<file path="src/rtl/lfd_defines.svh">
`ifndef LFD_DEFINES_SVH
`define LFD_DEFINES_SVH

// ----------------------------------------------------------------------
// Register byte offsets
// ----------------------------------------------------------------------
`define LFD_OFF_CTRL 8'h00
`define LFD_OFF_CMD 8'h04
`define LFD_OFF_DETECT 8'h08
`define LFD_OFF_LEAK 8'h0c
`define LFD_OFF_IRQ_STATUS 8'h10
`define LFD_OFF_IRQ_MASK 8'h14
`define LFD_OFF_COUNT 8'h18

// ----------------------------------------------------------------------
// Control register field positions
// ----------------------------------------------------------------------
`define LFD_CTRL_BLANK 0
`define LFD_CTRL_AUTO_RPT 1
`define LFD_CTRL_TMG_RST 2
`define LFD_CTRL_INV_EN 3
`define LFD_CTRL_INV_RPT 4
`define LFD_CTRL_INV_CUR_LO 5
`define LFD_CTRL_INV_CUR_HI 6
`define LFD_CTRL_LEAK_EN 7
`define LFD_CTRL_PSAVE_LO 8
`define LFD_CTRL_PSAVE_HI 10
`define LFD_CTRL_OPEN_LO 11
`define LFD_CTRL_OPEN_HI 12
`define LFD_CTRL_SHORT_LO 13
`define LFD_CTRL_SHORT_HI 14
`define LFD_CTRL_LATCH_LO 15
`define LFD_CTRL_LATCH_HI 16
`define LFD_CMD_GS_LOAD 0

// ----------------------------------------------------------------------
// Interrupt status bits
// ----------------------------------------------------------------------
`define LFD_IRQ_DETECT 0
`define LFD_IRQ_LEAK 1
`define LFD_IRQ_PERIOD 2

// ----------------------------------------------------------------------
// Reset values
// ----------------------------------------------------------------------
`define LFD_RST_BLANK 1'h1
`define LFD_RST_PSAVE 3'h7
`define LFD_RST_ARMED 1'h1

// ----------------------------------------------------------------------
// Grayscale clock counts
// ----------------------------------------------------------------------
`define LFD_GS_LAST 16'hffff
`define LFD_LATCH_CNT_0 16'h0011
`define LFD_LATCH_CNT_1 16'h0021
`define LFD_LATCH_CNT_2 16'h0041
`define LFD_LATCH_CNT_3 16'h0081

`endif

</file>
<file path="src/rtl/lfd_pkg.sv">
package lfd_pkg;

  typedef struct packed {
    logic blank;
    logic auto_display_repeat;
    logic display_timing_reset;
    logic invisible_check_enable;
    logic invisible_check_repeat;
    logic [1:0] invisible_check_current_sel;
    logic leak_check_enable;
    logic [2:0] power_save_select;
    logic [1:0] open_threshold_sel;
    logic [1:0] short_threshold_sel;
    logic [1:0] result_latch_timing;
    logic [15:0] gs_count;
    logic running;
    logic armed;
    logic [15:0] open_led_flag;
    logic [15:0] shorted_led_flag;
    logic [15:0] leak_flag;
    logic [2:0] irq_status;
    logic [2:0] irq_mask;
    logic irq;
    logic detect_strobe;
    logic leak_strobe;
    logic sink_enable;
    logic source_enable;
    logic outputs_off;
    logic dp_active;
    logic dp_write;
    logic [7:0] dp_addr;
    logic [31:0] hrdata;
    logic hready;
  } lfd_state_s;

endpackage

</file>
<file path="src/rtl/lfd_top.sv">
`include "lfd_defines.svh"

module lfd_top (
  input wire logic CLOCK, // System clock, 125 MHz.
  input wire logic RST, // Asynchronous reset, active high.
  input wire logic HSEL, // Slave select.
  input wire logic [31:0] HADDR, // Byte address.
  input wire logic [1:0] HTRANS, // Transfer type.
  input wire logic HWRITE, // Write when high.
  input wire logic [2:0] HSIZE, // Transfer size, word only.
  input wire logic [31:0] HWDATA, // Write data.
  input wire logic HREADY, // Bus ready in.
  output logic [31:0] HRDATA, // Read data.
  output logic HREADYOUT, // Slave ready.
  output logic HRESP, // Always OKAY.
  output logic IRQ, // Level interrupt.
  input wire logic GS_CLK_EN, // One-cycle grayscale clock enable.
  input wire logic [15:0] OPEN_CMP, // Open comparator results.
  input wire logic [15:0] SHORT_CMP, // Short comparator results.
  input wire logic [15:0] LEAK_CMP, // Leak comparator results.
  input wire logic [15:0] GS_ZERO, // Channel grayscale value is zero.
  output logic OUTPUTS_OFF, // All channel outputs forced off.
  output logic [15:0] GS_COUNT, // Grayscale counter.
  output logic DETECT_STROBE, // Open/short capture pulse.
  output logic LEAK_STROBE, // Leak capture pulse.
  output logic SINK_ENABLE, // Invisible check test sink on.
  output logic [1:0] SINK_CURRENT_SEL, // Test sink current select.
  output logic SOURCE_ENABLE, // Leak test source on.
  output logic [1:0] OPEN_THRESHOLD_SEL, // Open comparator threshold.
  output logic [1:0] SHORT_THRESHOLD_SEL, // Short comparator threshold.
  output logic [2:0] POWER_SAVE_SEL // Power-save mode select.
);

  // ----------------------------------------------------------------------
  // Helpers
  // ----------------------------------------------------------------------
  function automatic logic [15:0] latch_count(input logic [1:0] sel);
    case (sel)
      2'h0: latch_count = `LFD_LATCH_CNT_0;
      2'h1: latch_count = `LFD_LATCH_CNT_1;
      2'h2: latch_count = `LFD_LATCH_CNT_2;
      default: latch_count = `LFD_LATCH_CNT_3;
    endcase
  endfunction

  function automatic logic [31:0] ctrl_word(input lfd_pkg::lfd_state_s s);
    ctrl_word = 32'h0000_0000;
    ctrl_word[`LFD_CTRL_BLANK] = s.blank;
    ctrl_word[`LFD_CTRL_AUTO_RPT] = s.auto_display_repeat;
    ctrl_word[`LFD_CTRL_TMG_RST] = s.display_timing_reset;
    ctrl_word[`LFD_CTRL_INV_EN] = s.invisible_check_enable;
    ctrl_word[`LFD_CTRL_INV_RPT] = s.invisible_check_repeat;
    ctrl_word[`LFD_CTRL_INV_CUR_HI:`LFD_CTRL_INV_CUR_LO] = s.invisible_check_current_sel;
    ctrl_word[`LFD_CTRL_LEAK_EN] = s.leak_check_enable;
    ctrl_word[`LFD_CTRL_PSAVE_HI:`LFD_CTRL_PSAVE_LO] = s.power_save_select;
    ctrl_word[`LFD_CTRL_OPEN_HI:`LFD_CTRL_OPEN_LO] = s.open_threshold_sel;
    ctrl_word[`LFD_CTRL_SHORT_HI:`LFD_CTRL_SHORT_LO] = s.short_threshold_sel;
    ctrl_word[`LFD_CTRL_LATCH_HI:`LFD_CTRL_LATCH_LO] = s.result_latch_timing;
  endfunction

  lfd_pkg::lfd_state_s state_reg;
  lfd_pkg::lfd_state_s state_next;

  // ----------------------------------------------------------------------
  // Next-state logic
  // ----------------------------------------------------------------------
  always_comb begin
    logic gs_load;
    logic blank_fall;
    logic restart;
    logic wrap;
    logic arm;
    logic leak_active;
    logic [2:0] irq_clear;
    logic [2:0] irq_event;
    gs_load = 1'b0;
    blank_fall = 1'b0;
    restart = 1'b0;
    wrap = 1'b0;
    arm = 1'b0;
    leak_active = 1'b0;
    irq_clear = 3'h0;
    irq_event = 3'h0;
    state_next = state_reg;
    state_next.detect_strobe = 1'b0;
    state_next.leak_strobe = 1'b0;
    state_next.hready = 1'b1;

    // Bus slave: one wait cycle so that read data come from a flip-flop.
    if (state_reg.dp_active) begin
      state_next.dp_active = 1'b0;
      state_next.hrdata = 32'h0000_0000;
      if (state_reg.dp_write) begin
        case (state_reg.dp_addr)
          `LFD_OFF_CTRL: begin
            state_next.blank = HWDATA[`LFD_CTRL_BLANK];
            state_next.auto_display_repeat = HWDATA[`LFD_CTRL_AUTO_RPT];
            state_next.display_timing_reset = HWDATA[`LFD_CTRL_TMG_RST];
            state_next.invisible_check_enable = HWDATA[`LFD_CTRL_INV_EN];
            state_next.invisible_check_repeat = HWDATA[`LFD_CTRL_INV_RPT];
            state_next.invisible_check_current_sel =
              HWDATA[`LFD_CTRL_INV_CUR_HI:`LFD_CTRL_INV_CUR_LO];
            state_next.leak_check_enable = HWDATA[`LFD_CTRL_LEAK_EN];
            state_next.power_save_select = HWDATA[`LFD_CTRL_PSAVE_HI:`LFD_CTRL_PSAVE_LO];
            state_next.open_threshold_sel = HWDATA[`LFD_CTRL_OPEN_HI:`LFD_CTRL_OPEN_LO];
            state_next.short_threshold_sel = HWDATA[`LFD_CTRL_SHORT_HI:`LFD_CTRL_SHORT_LO];
            state_next.result_latch_timing = HWDATA[`LFD_CTRL_LATCH_HI:`LFD_CTRL_LATCH_LO];
          end
          `LFD_OFF_CMD: begin
            gs_load = HWDATA[`LFD_CMD_GS_LOAD];
          end
          `LFD_OFF_IRQ_STATUS: begin
            irq_clear = HWDATA[2:0];
          end
          `LFD_OFF_IRQ_MASK: begin
            state_next.irq_mask = HWDATA[2:0];
          end
          default: begin
          end
        endcase
      end else begin
        case (state_reg.dp_addr)
          `LFD_OFF_CTRL: state_next.hrdata = ctrl_word(state_reg);
          `LFD_OFF_DETECT: state_next.hrdata = {state_reg.shorted_led_flag,
                                                state_reg.open_led_flag};
          `LFD_OFF_LEAK: state_next.hrdata = {16'h0000, state_reg.leak_flag};
          `LFD_OFF_IRQ_STATUS: state_next.hrdata = {29'h0, state_reg.irq_status};
          `LFD_OFF_IRQ_MASK: state_next.hrdata = {29'h0, state_reg.irq_mask};
          `LFD_OFF_COUNT: state_next.hrdata = {15'h0, state_reg.running,
                                               state_reg.gs_count};
          default: state_next.hrdata = 32'h0000_0000;
        endcase
      end
    end else if (HSEL && HTRANS[1] && HREADY) begin
      state_next.dp_active = 1'b1;
      state_next.dp_write = HWRITE;
      state_next.dp_addr = HADDR[7:0];
      state_next.hready = 1'b0;
    end

    // Display timing.
    blank_fall = state_reg.blank && !state_next.blank;
    restart = blank_fall || (gs_load && state_next.display_timing_reset);
    if (state_next.blank) begin
      state_next.gs_count = 16'h0000;
      state_next.running = 1'b0;
    end else if (restart) begin
      state_next.gs_count = 16'h0000;
      state_next.running = 1'b1;
    end else if (state_reg.running && GS_CLK_EN) begin
      if (state_reg.gs_count == `LFD_GS_LAST) begin
        wrap = 1'b1;
        state_next.leak_strobe = 1'b1;
        leak_active = state_reg.leak_check_enable && !state_reg.invisible_check_enable;
        if (leak_active) begin
          state_next.leak_flag = LEAK_CMP & GS_ZERO;
        end
        state_next.gs_count = 16'h0000;
        state_next.running = state_reg.auto_display_repeat;
      end else begin
        state_next.gs_count = state_reg.gs_count + 16'h0001;
      end
      // Counter reaches the selected count on this grayscale edge.
      if (state_reg.armed && state_reg.gs_count + 16'h0001 ==
          latch_count(state_reg.result_latch_timing)) begin
        state_next.detect_strobe = 1'b1;
        state_next.open_led_flag = OPEN_CMP;
        state_next.shorted_led_flag = SHORT_CMP;
        state_next.armed = 1'b0;
      end
    end

    // Only the power-up arming survives when the invisible check is off.
    arm = state_next.invisible_check_enable && (restart ||
          (gs_load && state_next.auto_display_repeat &&
           !state_next.invisible_check_repeat) ||
          (wrap && state_reg.auto_display_repeat && state_reg.invisible_check_repeat));
    if (arm) begin
      state_next.armed = 1'b1;
    end

    // Clearing the flags at once, not at the next capture, keeps stale leak results
    // from being read after the check was switched off.
    if (!state_next.leak_check_enable || state_next.invisible_check_enable) begin
      state_next.leak_flag = 16'h0000;
    end

    state_next.sink_enable = state_next.invisible_check_enable &&
                             state_next.armed && state_next.running;
    state_next.source_enable = state_next.leak_check_enable &&
                               !state_next.invisible_check_enable &&
                               state_next.running;
    state_next.outputs_off = state_next.blank || !state_next.running;

    // Interrupts: a new event wins over a simultaneous clear.
    irq_event[`LFD_IRQ_DETECT] = state_next.detect_strobe;
    irq_event[`LFD_IRQ_LEAK] = state_next.leak_strobe && leak_active;
    irq_event[`LFD_IRQ_PERIOD] = wrap;
    state_next.irq_status = (state_reg.irq_status & ~irq_clear) | irq_event;
    state_next.irq = |(state_next.irq_status & state_next.irq_mask);
  end

  // ----------------------------------------------------------------------
  // State register
  // ----------------------------------------------------------------------
  always_ff @(posedge CLOCK or posedge RST) begin
    if (RST) begin
      // Fields that power up undefined start at zero, so no test current flows
      // before the controller has programmed them; the power-up arm still stands.
      state_reg <= '0;
      state_reg.blank <= `LFD_RST_BLANK;
      state_reg.power_save_select <= `LFD_RST_PSAVE;
      state_reg.armed <= `LFD_RST_ARMED;
      state_reg.outputs_off <= 1'b1;
      state_reg.hready <= 1'b1;
    end else begin
      state_reg <= state_next;
    end
  end

  // ----------------------------------------------------------------------
  // Outputs
  // ----------------------------------------------------------------------
  // The threshold and current selects drive analog trims directly.
  assign HRDATA = state_reg.hrdata;
  assign HREADYOUT = state_reg.hready;
  assign HRESP = 1'b0;
  assign IRQ = state_reg.irq;
  assign OUTPUTS_OFF = state_reg.outputs_off;
  assign GS_COUNT = state_reg.gs_count;
  assign DETECT_STROBE = state_reg.detect_strobe;
  assign LEAK_STROBE = state_reg.leak_strobe;
  assign SINK_ENABLE = state_reg.sink_enable;
  assign SINK_CURRENT_SEL = state_reg.invisible_check_current_sel;
  assign SOURCE_ENABLE = state_reg.source_enable;
  assign OPEN_THRESHOLD_SEL = state_reg.open_threshold_sel;
  assign SHORT_THRESHOLD_SEL = state_reg.short_threshold_sel;
  assign POWER_SAVE_SEL = state_reg.power_save_select;

  // ----------------------------------------------------------------------
  // Checks
  // ----------------------------------------------------------------------
  AST_BLANK_HOLDS: assert property (@(posedge CLOCK) disable iff (RST)
    state_reg.blank |-> (GS_COUNT == 16'h0000) && OUTPUTS_OFF && !SINK_ENABLE)
    else $error("Blank did not hold counter and outputs.");

  AST_STROBE_AT_COUNT: assert property (@(posedge CLOCK) disable iff (RST)
    DETECT_STROBE |-> GS_COUNT == latch_count($past(state_reg.result_latch_timing)))
    else $error("Detect strobe at wrong grayscale count.");

  AST_STROBE_ONE_SHOT: assert property (@(posedge CLOCK) disable iff (RST)
    DETECT_STROBE |=> !DETECT_STROBE)
    else $error("Detect strobe longer than one cycle.");

  AST_STROBE_CAPTURES: assert property (@(posedge CLOCK) disable iff (RST)
    DETECT_STROBE |-> (state_reg.open_led_flag == $past(OPEN_CMP)) &&
      (state_reg.shorted_led_flag == $past(SHORT_CMP)) && $past(state_reg.armed))
    else $error("Detect strobe without arm or capture.");

  AST_INV_OFF: assert property (@(posedge CLOCK) disable iff (RST)
    SINK_ENABLE |-> state_reg.invisible_check_enable && state_reg.running)
    else $error("Test sink on while invisible check disabled.");

  AST_LEAK_BLOCKED: assert property (@(posedge CLOCK) disable iff (RST)
    state_reg.invisible_check_enable |-> !SOURCE_ENABLE && (state_reg.leak_flag == 16'h0000))
    else $error("Leak check active with invisible check on.");

  AST_LEAK_ZERO: assert property (@(posedge CLOCK) disable iff (RST)
    !state_reg.leak_check_enable |-> state_reg.leak_flag == 16'h0000)
    else $error("Leak flags set while leak check disabled.");

  AST_LEAK_AT_END: assert property (@(posedge CLOCK) disable iff (RST)
    ($changed(state_reg.leak_flag) && state_reg.leak_check_enable &&
     $past(state_reg.leak_check_enable) && !state_reg.invisible_check_enable &&
     !$past(state_reg.invisible_check_enable)) |-> LEAK_STROBE && $past(GS_COUNT) == 16'hffff)
    else $error("Leak flags changed away from count 65535.");

  AST_LEAK_ONLY_ZERO_GS: assert property (@(posedge CLOCK) disable iff (RST)
    (LEAK_STROBE && state_reg.leak_check_enable) |->
      (state_reg.leak_flag & ~$past(GS_ZERO)) == 16'h0000)
    else $error("Leak flag set on nonzero grayscale output.");

  AST_PERIOD_WRAP: assert property (@(posedge CLOCK) disable iff (RST)
    (state_reg.running && GS_CLK_EN && GS_COUNT == 16'hffff && !state_next.blank &&
     !state_next.dp_active && !state_reg.dp_active) |=>
      (GS_COUNT == 16'h0000) && (state_reg.running == $past(state_reg.auto_display_repeat)))
    else $error("Display period did not wrap correctly.");

  AST_REPEAT_REARM: assert property (@(posedge CLOCK) disable iff (RST)
    (state_reg.running && GS_CLK_EN && GS_COUNT == 16'hffff && !state_reg.dp_active &&
     state_reg.auto_display_repeat && state_reg.invisible_check_enable &&
     state_reg.invisible_check_repeat) |=> state_reg.armed)
    else $error("Invisible check not rearmed for next period.");

  // ----------------------------------------------------------------------
  // Counter checks
  // ----------------------------------------------------------------------
  // Bus transfers are kept out of the step and hold antecedents, since a write may restart the count.
  AST_COUNT_STEP: assert property (@(posedge CLOCK) disable iff (RST)
    (state_reg.running && GS_CLK_EN && !state_reg.dp_active && GS_COUNT != 16'hffff) |=>
      GS_COUNT == $past(GS_COUNT) + 16'h0001)
    else $error("Grayscale counter did not step by one.");

  AST_IDLE_HOLDS: assert property (@(posedge CLOCK) disable iff (RST)
    (!state_reg.running && !state_reg.dp_active) |=> GS_COUNT == $past(GS_COUNT))
    else $error("Grayscale counter moved while stopped.");

  AST_RUN_NEEDS_UNBLANK: assert property (@(posedge CLOCK) disable iff (RST)
    state_reg.running |-> !state_reg.blank)
    else $error("Counter running while blanked.");

  AST_RESTART_CLEARS: assert property (@(posedge CLOCK) disable iff (RST)
    $fell(state_reg.blank) |-> (GS_COUNT == 16'h0000) && state_reg.running)
    else $error("Blank release did not restart the counter.");

  // ----------------------------------------------------------------------
  // Leak checks
  // ----------------------------------------------------------------------
  AST_LEAK_STROBE_AT_WRAP: assert property (@(posedge CLOCK) disable iff (RST)
    LEAK_STROBE |-> (GS_COUNT == 16'h0000) && ($past(GS_COUNT) == 16'hffff))
    else $error("Leak strobe away from the period end.");

  AST_LEAK_STROBE_ONE_SHOT: assert property (@(posedge CLOCK) disable iff (RST)
    LEAK_STROBE |=> !LEAK_STROBE)
    else $error("Leak strobe longer than one cycle.");

  AST_SOURCE_GATED: assert property (@(posedge CLOCK) disable iff (RST)
    SOURCE_ENABLE |-> state_reg.leak_check_enable && !state_reg.invisible_check_enable &&
      state_reg.running)
    else $error("Leak source on outside an enabled leak check.");

  // ----------------------------------------------------------------------
  // Arming checks
  // ----------------------------------------------------------------------
  // Only the power-up arm may exist without the enable; every later arm needs it,
  // and a capture always needs an arm.
  AST_ARM_NEEDS_ENABLE: assert property (@(posedge CLOCK) disable iff (RST)
    $rose(state_reg.armed) |-> state_reg.invisible_check_enable)
    else $error("Check armed while invisible check disabled.");

  AST_NO_CAPTURE_UNARMED: assert property (@(posedge CLOCK) disable iff (RST)
    !state_reg.armed |=> !DETECT_STROBE)
    else $error("Detect strobe without a pending arm.");

  AST_SINK_ARMED: assert property (@(posedge CLOCK) disable iff (RST)
    SINK_ENABLE |-> state_reg.armed)
    else $error("Test sink on without a pending check.");

  AST_DETECT_NEEDS_RUN: assert property (@(posedge CLOCK) disable iff (RST)
    DETECT_STROBE |-> $past(state_reg.running) && $past(GS_CLK_EN))
    else $error("Detect strobe without a grayscale edge.");

  AST_NO_REARM_AT_WRAP: assert property (@(posedge CLOCK) disable iff (RST)
    (state_reg.running && GS_CLK_EN && GS_COUNT == 16'hffff && !state_reg.dp_active &&
     !state_reg.invisible_check_repeat && !state_reg.armed) |=> !state_reg.armed)
    else $error("Check rearmed at wrap without repeat.");

endmodule // lfd_top

</file>
<file path="config.mk">
export PLATFORM = sky130hd
export DESIGN_NAME = lfd_top
export DESIGN_NICKNAME = d
export VERILOG_FILES = /design/src/rtl/lfd_pkg.sv /design/src/rtl/lfd_top.sv
export VERILOG_INCLUDE_DIRS = /design/src /design/src/rtl
export SDC_FILE = /design/constraint.sdc
export NUM_CORES = 1
export LEC_CHECK = 0
export BUFFER_PORTS_ARGS = -buffer_cell sky130_fd_sc_hd__buf_2
export CAP_MARGIN = 10
export CORE_MARGIN = 2
export CORE_UTILIZATION = 35
export CTS_CLUSTER_SIZE = 30
export DETAILED_ROUTE_END_ITERATION = 10
export GPL_TIMING_DRIVEN = 0
export RECOVER_POWER = 100
export SLEW_MARGIN = 20
export SYNTH_ARGS = -nofsm -noshare
export SYNTH_HDL_FRONTEND = slang
export SYNTH_SLANG_ARGS = --single-unit
export TNS_END_PERCENT = 1
</file>
<file path="constraint.sdc">
create_clock -name CLOCK -period 10.7 [get_ports CLOCK]
set_input_delay 2.14 -clock CLOCK [delete_from_list [all_inputs] [get_ports CLOCK]]
set_output_delay 2.14 -clock CLOCK [all_outputs]
set_load 0.005 [all_outputs]
</file>
# == After elaboration in Yosys (flattened, before gate mapping) ==
# Index checks and enable logic that the tools add are counted.
# op_classes
n_addsub,1
eq_ne,12
muxes,46
n_bitwise,8
reduce_logical,39
# op_table
cell,count
32-bit case mux with 6 select lines,1
16-bit 2-to-1 mux,7
49-bit 2-to-1 mux,2
17-bit 2-to-1 mux,5
66-bit 2-to-1 mux,1
33-bit 2-to-1 mux,1
32-bit 2-to-1 mux,1
8-bit by 5-bit equality test with 1-bit output (second input constant),3
8-bit case mux with 3 select lines,1
3-bit 2-to-1 mux,6
1-bit logical AND,17
1-bit 2-to-1 mux,17
16-bit by 1-bit adder with 16-bit output (second input constant),1
16-bit AND,1
16-bit equality test,1
16-bit equality test (second input constant),1
8-bit by 4-bit equality test with 1-bit output (second input constant),2
10-bit 2-to-1 mux,1
8-bit by 3-bit equality test with 1-bit output (second input constant),1
8-bit logical NOT,1
3-bit AND,2
1-bit logical NOT,6
2-bit 2-to-1 mux,3
2-bit nonzero test,3
14 further kinds,21
# word_totals
ff_bits,138
out_inout_bits,65
wordCells,136

# == Depth between registers and ports, before layout ==
# Gate-level depths: netlist of the first run.
# logic_depth
ltp_word,19
ltp_mapped,10
ltp_nobuf,8

# == Worst setup path before layout of the first run ==
# OpenSTA, ideal clock, no wires.
# synth_path
path_type,input to register
from,in GS_CLK_EN
to,reg state_reg[100] (netlist bit)
arrival_ns,3.537
slack_ns,7.038
path_stages,7
path_buffers,1
path_cell_list,nand2_1 nor2_1 o21a_1 nand4_2 nor3_4 buf_12 mux2_4
# synth_between
elab_chain_cells,2
# synth_lines
item,line,text
from (decl),lfd_top.sv:17,"input wire logic GS_CLK_EN,"
1-bit logical AND,lfd_top.sv:150,end else if (state_reg.running && GS_CLK_EN) begin
4-bit AND reduction (no source line),n/a,
to (signal assigned),lfd_top.sv:217,state_reg <= state_next;
to (decl),lfd_top.sv:61,lfd_pkg::lfd_state_s state_reg;
# No other way between the ends.
# A chain may end at the register's enable or synchronous reset.

# == Worst setup path after layout of the first run ==
# layout_path
from,in GS_CLK_EN
to,reg state_reg[91] (netlist bit)
# The elaborated chain is that of the path after synthesis.

==> summary.md, run 1 <==
| Metric | Value |
|---|---|
| Tightest Pin Transition | 3530 ps |
| Flop pwr share | 0.414 |
| Area growth syn-to-layout | 23.2% |
| Die Area | 21500 um2 |
| Core Area | 20100 um2 |
| Main flop type after synthesis | dfrtp_1 |
| Via count | 5658 |
| Routability cong. | 0.857 |
| Slew headroom | -1.37 |
| Clk_skew | 10.7 ps |
| Commonest cells in the netlist | dfrtp_1 (131), nand2_1 (87), buf_4 (60) |
| First-pass GRT wire length | 31.3 mm |
| CP startpoint kind | input port |
| Post-DP HPWL | 14.3 mm |
| Max Buffers Root-to-Sink | 2 |
| Tmin final | 4690 ps |
| Leakage | 0.00421 uW |
| Asr flop ratio synth | 1.00 |
| Remaining DRCs | 0 |
| Register area share after synthesis | 0.487 |
| Comb pwr share | 0.091 |
| Share of cells above drive strength 1 | 0.317 |
| CP arrival | 4990 ps |
| I/O pin count | 204 |
| Setup Fix Bufs, Post-CTS | 0 |
| Number of CTS-inserted buffers | 17 |
| Cell with the most instances after synthesis | dfrtp_1 |
| Final setup viols | 0 |
| Library cells used by synthesis | 65 |
| 1st-pass router iterations | 6 |
| Internal cell power | 1050 uW |
| Drt via density | 4.89 |
| Final instance area | 8760 um2 |
| Pin count of the biggest net entering global routing | 77 |
| RSZ-0062 raised after global routing | no |
| Setup crit end kind | flip-flop |
| Diode count | 0 |
| Post-layout net count | 1015 |
| Clock Latency Late Sink | 430 ps |
| Violated checks | max-capacitance violations, max-slew violations |
| Aggregate routed wire length | 19.5 mm |
| CTS tree | built |
| WL/cell | 16.8 um |
| Net Sw Frac | 0.231 |
| PD cells | 156 nW/um2 |
| Die width | 147 um |
| Status | finished, violations left |
| Final Hold Fails | 0 |
| GRT Overall Usage | 0.188 |
| Final ANT Viol Nets | 0 |
| Min Hold Slack | 478 ps |
| Max-Cap Viols | 1 |
| Min-delay worst type | flip-flop to flip-flop |
| IO Port Bufs | 159 |
| Area post-placement | 8280 um2 |
| Seq cells post-synth | 138 |
| Mapped Nets | 836 |
| Worst-path maximum fanout | 10 |
| Cells after Synth | 695 |
| Clock Sinks | 138 |
| Fill cells | 2017 |
| Mapped cell area | 7110 um2 |
| Row count | 52 |
| Clock power frac | 0.495 |
| Reg clk slew, reported paths | 60 ps |
| Grt ovf | 0 |
| Initial antenna violation count | 0 |
| WS Path Type | input port to flip-flop |
| Setup TNS Final | 0 ps |
| CP required | 11000 ps |
| Util after Layout | 0.436 |
| Mean Syn Cell Area | 10.2 um2 |
| Post-synth EDFFs | 0 |
| Max-slew violations | 76 |
| Fmax | 0.213 GHz |
| Ys Warns | 0 |
| Max reg flops | 74 |
| Vias in the first global route | 5671 |
| Synth area leaders | dfrtp_1 (46%), buf_4 (6.3%), mux2_4 (6.3%), nand2_1 (4.6%), mux2_2 (4.3%) |
| Die Ht | 147 um |
| Final period utilization | 0.438 |
| Post-CTS Resized | 0 |
| Starting Density | 0.354 |
| Peak VDD IR | 0.000104 V |
| P_sw | 315 uW |
| Share of the synthesized area in the top cell type | 0.461 |
| CTS HTree Levels | 4 |
| Yosys top cell by area | dfrtp_1 |
| DR iter-0 viols | 432 |
| Hold_buf cts | 0 |
| Root Buffer | clkbuf_16 |
layout by cell type (no fill, tap or decap), types with 3 or more instances in the layout:
master | Yosys | routed
nor3_1 | 11 | 11
buf_2 | 6 | 146
dfrtp_1 | 131 | 131
nand2b_1 | 4 | 4
buf_4 | 60 | 14
a21oi_1 | 27 | 27
a222oi_1 | 15 | 15
clkbuf_16 | 0 | 17
mux2_2 | 27 | 25
mux2i_1 | 7 | 7
nor2_1 | 22 | 22
clkbuf_8 | 1 | 3
or3_1 | 5 | 5
o21ai_0 | 41 | 41
xnor2_1 | 8 | 8
nand3_1 | 31 | 31
bufinv_16 | 0 | 6
a221o_1 | 3 | 3
nor4_1 | 3 | 3
clkbuf_4 | 0 | 45
dfstp_1 | 0 | 3
clkinv_2 | 0 | 3
dfstp_2 | 7 | 4
mux2_1 | 0 | 29
nand2_1 | 87 | 87
mux2_4 | 30 | 3
and3_1 | 3 | 3
nand4_1 | 5 | 6
inv_1 | 53 | 52
o31ai_1 | 6 | 6
a21boi_0 | 7 | 7
o22ai_1 | 16 | 16
and2_1 | 3 | 3
clkbuf_1 | 24 | 48
nand4b_1 | 3 | 3
final cells by class:
class / count / area (um2) / area share
Sequential cell: 138 / 3460 / 0.395
Multi-Input combinational cell: 405 / 2670 / 0.304
Timing Repair Buffer: 160 / 801 / 0.0914
Buffer: 98 / 614 / 0.0701
Clock buffer: 20 / 457 / 0.0521
Tap cell: 270 / 338 / 0.0386
Clock inverter: 12 / 219 / 0.0250
Inverter: 54 / 204 / 0.0233
power by group through the flow:
stage / sequential [uW] / clock [uW] / combinational (uW)
2_1_floorplan: 567 / 0 / 79.4
3_3_place_gp: 573 / 0 / 125
3_5_place_dp: 574 / 0 / 128
4_1_cts: 565 / 689 / 129
5_1_grt: 568 / 712 / 138
6_report: 565 / 676 / 125
worst max-delay path, cell delays in order:
cell      delay [ps]
clkbuf_1         180
nand2_1          160
nor2_1           110
o21a_1           230
nand4_1          250
nor3_1           920
clkbuf_1         610
mux2_1           390
cells by family (layout without fill, tap and decap cells):
logic type,after synthesis,after routing,share of synthesized area
buf+inv,152,344,0.122
compound gates,134,134,0.125
xor+xnor,10,10,0.0123
other cells,1,1,0.000527
flops,138,138,0.487
fa+ha+maj,2,2,0.00352
simple gates,194,194,0.133
mux,64,64,0.116
final timing paths:
kind	start	end	slack [ps]	depth (start not counted)
max	GS_CLK_EN	state_reg[91]	6010	8
min	state_reg[82]	HRDATA[27]	480	2
max reg2reg	GS_COUNT[0]	state_reg[91]	6550	10
min reg2reg	state_reg[82]	HRDATA[27]	480	2
max in group asynchronous	RST	state_reg[63]	6330	2
min in group asynchronous	RST	state_reg[79]	2750	2
through the flow:
stage | cells | setup WS, ps | total power (uW)
after detailed placement | 1125 | 6380 | 702
after floorplan | 695 | 4880 | 646
after global routing | 1157 | 5720 | 1420
after CTS | 1157 | 6820 | 1380
after global placement | 1124 | 3070 | 698
final | 1157 | 6010 | 1360
per-layer routing:
| layer | GRT usage | wire, um | part of all wire | vias to the layer above |
|---|---|---|---|---|
| li1 | - | - | - | 2710 |
| met1 | 0.269 | 9120 | 0.47 | 2757 |
| met4 | 0.0466 | 189 | 0.0097 | 0 |
| met3 | 0.0444 | 1110 | 0.057 | 15 |
| met5 | 0 | 0 | 0 | - |
| met2 | 0.290 | 9060 | 0.46 | 176 |
Note: power is estimated with default switching activity, not from simulation.
==> inputs of run 2 (changes only) <==
==> constraint.sdc (replaced) <==
create_clock -name CLOCK -period 4.5 [get_ports CLOCK]
set_input_delay 0.9 -clock CLOCK [delete_from_list [all_inputs] [get_ports CLOCK]]
set_output_delay 0.9 -clock CLOCK [all_outputs]
set_load 0.005 [all_outputs]
==> summary.md, run 2 (same netlist as run 1, synthesis figures left out) <==
| Metric | Value |
|---|---|
| Final Hold Fails | 0 (unchanged) |
| Post-DP HPWL | 14.7 mm (+3.0%) |
| IO Port Bufs | 159 (unchanged) |
| Remaining DRCs | 0 (unchanged) |
| Vias in the first global route | 5595 (-1.3%) |
| Commonest non-fill, non-tap cell in the layout | buf_2 |
| Worst r2r src | GS_COUNT[0] |
| Max-slew violations | 92 (+21%) |
| I/O pin count | 204 (unchanged) |
| Internal cell power | 2420 uW (+130%) |
| CTS HTree Levels | 4 (unchanged) |
| Worst Path Buf+Inv | 3 (+1) |
| Core Area | 20100 um2 (unchanged) |
| Share of cells above drive strength 1 | 0.323 (+0.00643) |
| Crit path from | GS_COUNT[0] |
| Most frequent cells in the layout | buf_2 (149), dfrtp_1 (131), nand2_1 (88) |
| Post-CTS Resized | 0 (unchanged) |
| Hold_buf cts | 0 (unchanged) |
| Flop pwr share | 0.421 (+0.007) |
| Initial antenna violation count | 0 (unchanged) |
| Die Area | 21500 um2 (unchanged) |
| P_sw | 769 uW (+140%) |
| Peak VDD IR | 0.000271 V (+160%) |
| Number of CTS-inserted buffers | 17 (unchanged) |
| CP startpoint kind | flip-flop |
| CP required | 4790 ps (-6210 ps) |
| Family with the most delay on the worst path | simple AND/OR/NAND/NOR gates |
| DR iter-0 viols | 544 (+26%) |
| WL/cell | 16.9 um (+0.27%) |
| CTS tree | built |
| Fmax | 0.274 GHz |
| Status | finished, violations left |
| Final period utilization | 0.810 |
| RSZ-0062 raised after global routing | no |
| Critical Path, Cell by Cell | ha_1 > clkbuf_1 > inv_1 > or4_1 > xnor2_1 > a21oi_1 > nand4_2 > nor3_4 > buf_12 > mux2_1 |
| PD cells | 362 nW/um2 (+130%) |
| Clock power frac | 0.485 (-0.010) |
| Pin count of the biggest net entering global routing | 34 (-56%) |
| Max-Cap Viols | 3 (+2) |
| Die Ht | 147 um (unchanged) |
| Row count | 52 (unchanged) |
| Worst-path maximum fanout | 10 (unchanged) |
| CP arrival | 3940 ps (-1050 ps) |
| Net Sw Frac | 0.241 (+0.0104) |
| Fill cells | 2030 (+0.64%) |
| Drt via density | 4.90 (+0.29%) |
| Final setup viols | 0 (unchanged) |
| Clk_skew | 10.6 ps (-0.0553 ps) |
| Via count | 5694 (+0.64%) |
| Max incr delay on CP | 680 ps (-240 ps) |
| Leakage | 0.00423 uW (+0.44%) |
| Comb pwr share | 0.094 (+0.003) |
| Setup TNS Final | 0 ps (unchanged) |
| Grt ovf | 0 (unchanged) |
| Starting Density | 0.354 (unchanged) |
| Slew headroom | -0.180 (+1.19) |
| Clock Sinks | 138 (unchanged) |
| Setup slack after layout | 855 ps (-5150 ps) |
| Area growth syn-to-layout | 23.8% |
| Clock Latency Late Sink | 420 ps (about the same) |
| R2R Path End | state_reg[83] |
| Tmin final | 3640 ps |
| Die width | 147 um (unchanged) |
| R2R depth | 10 (unchanged) |
| Min-delay worst type | input port to async pin |
| Worst slack, placed | 1190 ps (-5190 ps) |
| Setup crit end kind | flip-flop |
| Max Buffers Root-to-Sink | 2 (unchanged) |
| Final ANT Viol Nets | 0 (unchanged) |
| Diode count | 0 (unchanged) |
| CP max-delay cell | or4_1 |
| Aggregate routed wire length | 19.6 mm (+0.62%) |
| First-pass GRT wire length | 31.4 mm (+0.27%) |
| Reg2reg setup slack | 860 ps (-5690 ps) |
| Post-layout net count | 1019 (+0.39%) |
| Tightest Pin Transition | 1770 ps (-1760 ps) |
| Reg clk slew, reported paths | 60 ps (about the same) |
| 1st-pass router iterations | 7 (+1) |
| Max reg flops | 74 (unchanged) |
| Routability cong. | 0.881 (+2.8%) |
| Violated checks | max-capacitance violations, max-slew violations |
| GRT Overall Usage | 0.190 (+0.00195) |
| Root Buffer | clkbuf_16 |
| WS Path Type | flip-flop to flip-flop |
| Setup Fix Bufs, Post-CTS | 0 (unchanged) |
[run 2: metrics by stage]
step | utilization | instances | instance area, um2 | total power, uW | hold slack [ps]
after global routing | 0.438 | 1161 | 8800 | 3320 | 364
after detailed placement | 0.416 | 1129 | 8360 | 1680 | 468
after CTS | 0.448 | 1161 | 9010 | 3240 | 369
after floorplan | - | 695 | 7120 | 1540 | 446
after global placement | 0.410 | 1124 | 8250 | 1660 | 463
final | 0.438 | 1161 | 8800 | 3190 | 374
[run 2: worst max-delay path by stage]
stage / endpoint / slack (ps) / depth (start not counted)
2_1_floorplan: state_reg[100] / 1690 / 10
3_3_place_gp: GS_COUNT[8] / 930 / 2
3_5_place_dp: state_reg[88] / 1190 / 10
4_1_cts: state_reg[88] / 1150 / 10
5_1_grt: GS_COUNT[15] / 600 / 4
6_report: state_reg[83] / 860 / 10
[run 2: final cells by class]
type	instances	area, um2	share of cell area
sequential	138	3460	0.393
multi-input combinational	405	2680	0.304
timing repair buffer	164	818	0.0929
buffer	98	658	0.0747
clock buffer	18	429	0.0487
tap	270	338	0.0384
clock inverter	14	220	0.0250
inverter	54	204	0.0232
[run 2: power groups by stage]
stage | clock (uW) | combinational, uW | sequential [uW]
final | 1550 | 299 | 1340
after detailed placement | 0 | 313 | 1360
after global placement | 0 | 299 | 1360
after CTS | 1580 | 314 | 1340
after floorplan | 0 | 189 | 1350
after global routing | 1630 | 333 | 1350
[run 2: layer usage]
layer / vias up / track usage / part of all wire
met5: - / 0 / 0
li1: 2723 / - / -
met1: 2753 / 0.270 / 0.46
met4: 0 / 0.0515 / 0.012
met2: 201 / 0.294 / 0.46
met3: 17 / 0.0434 / 0.070
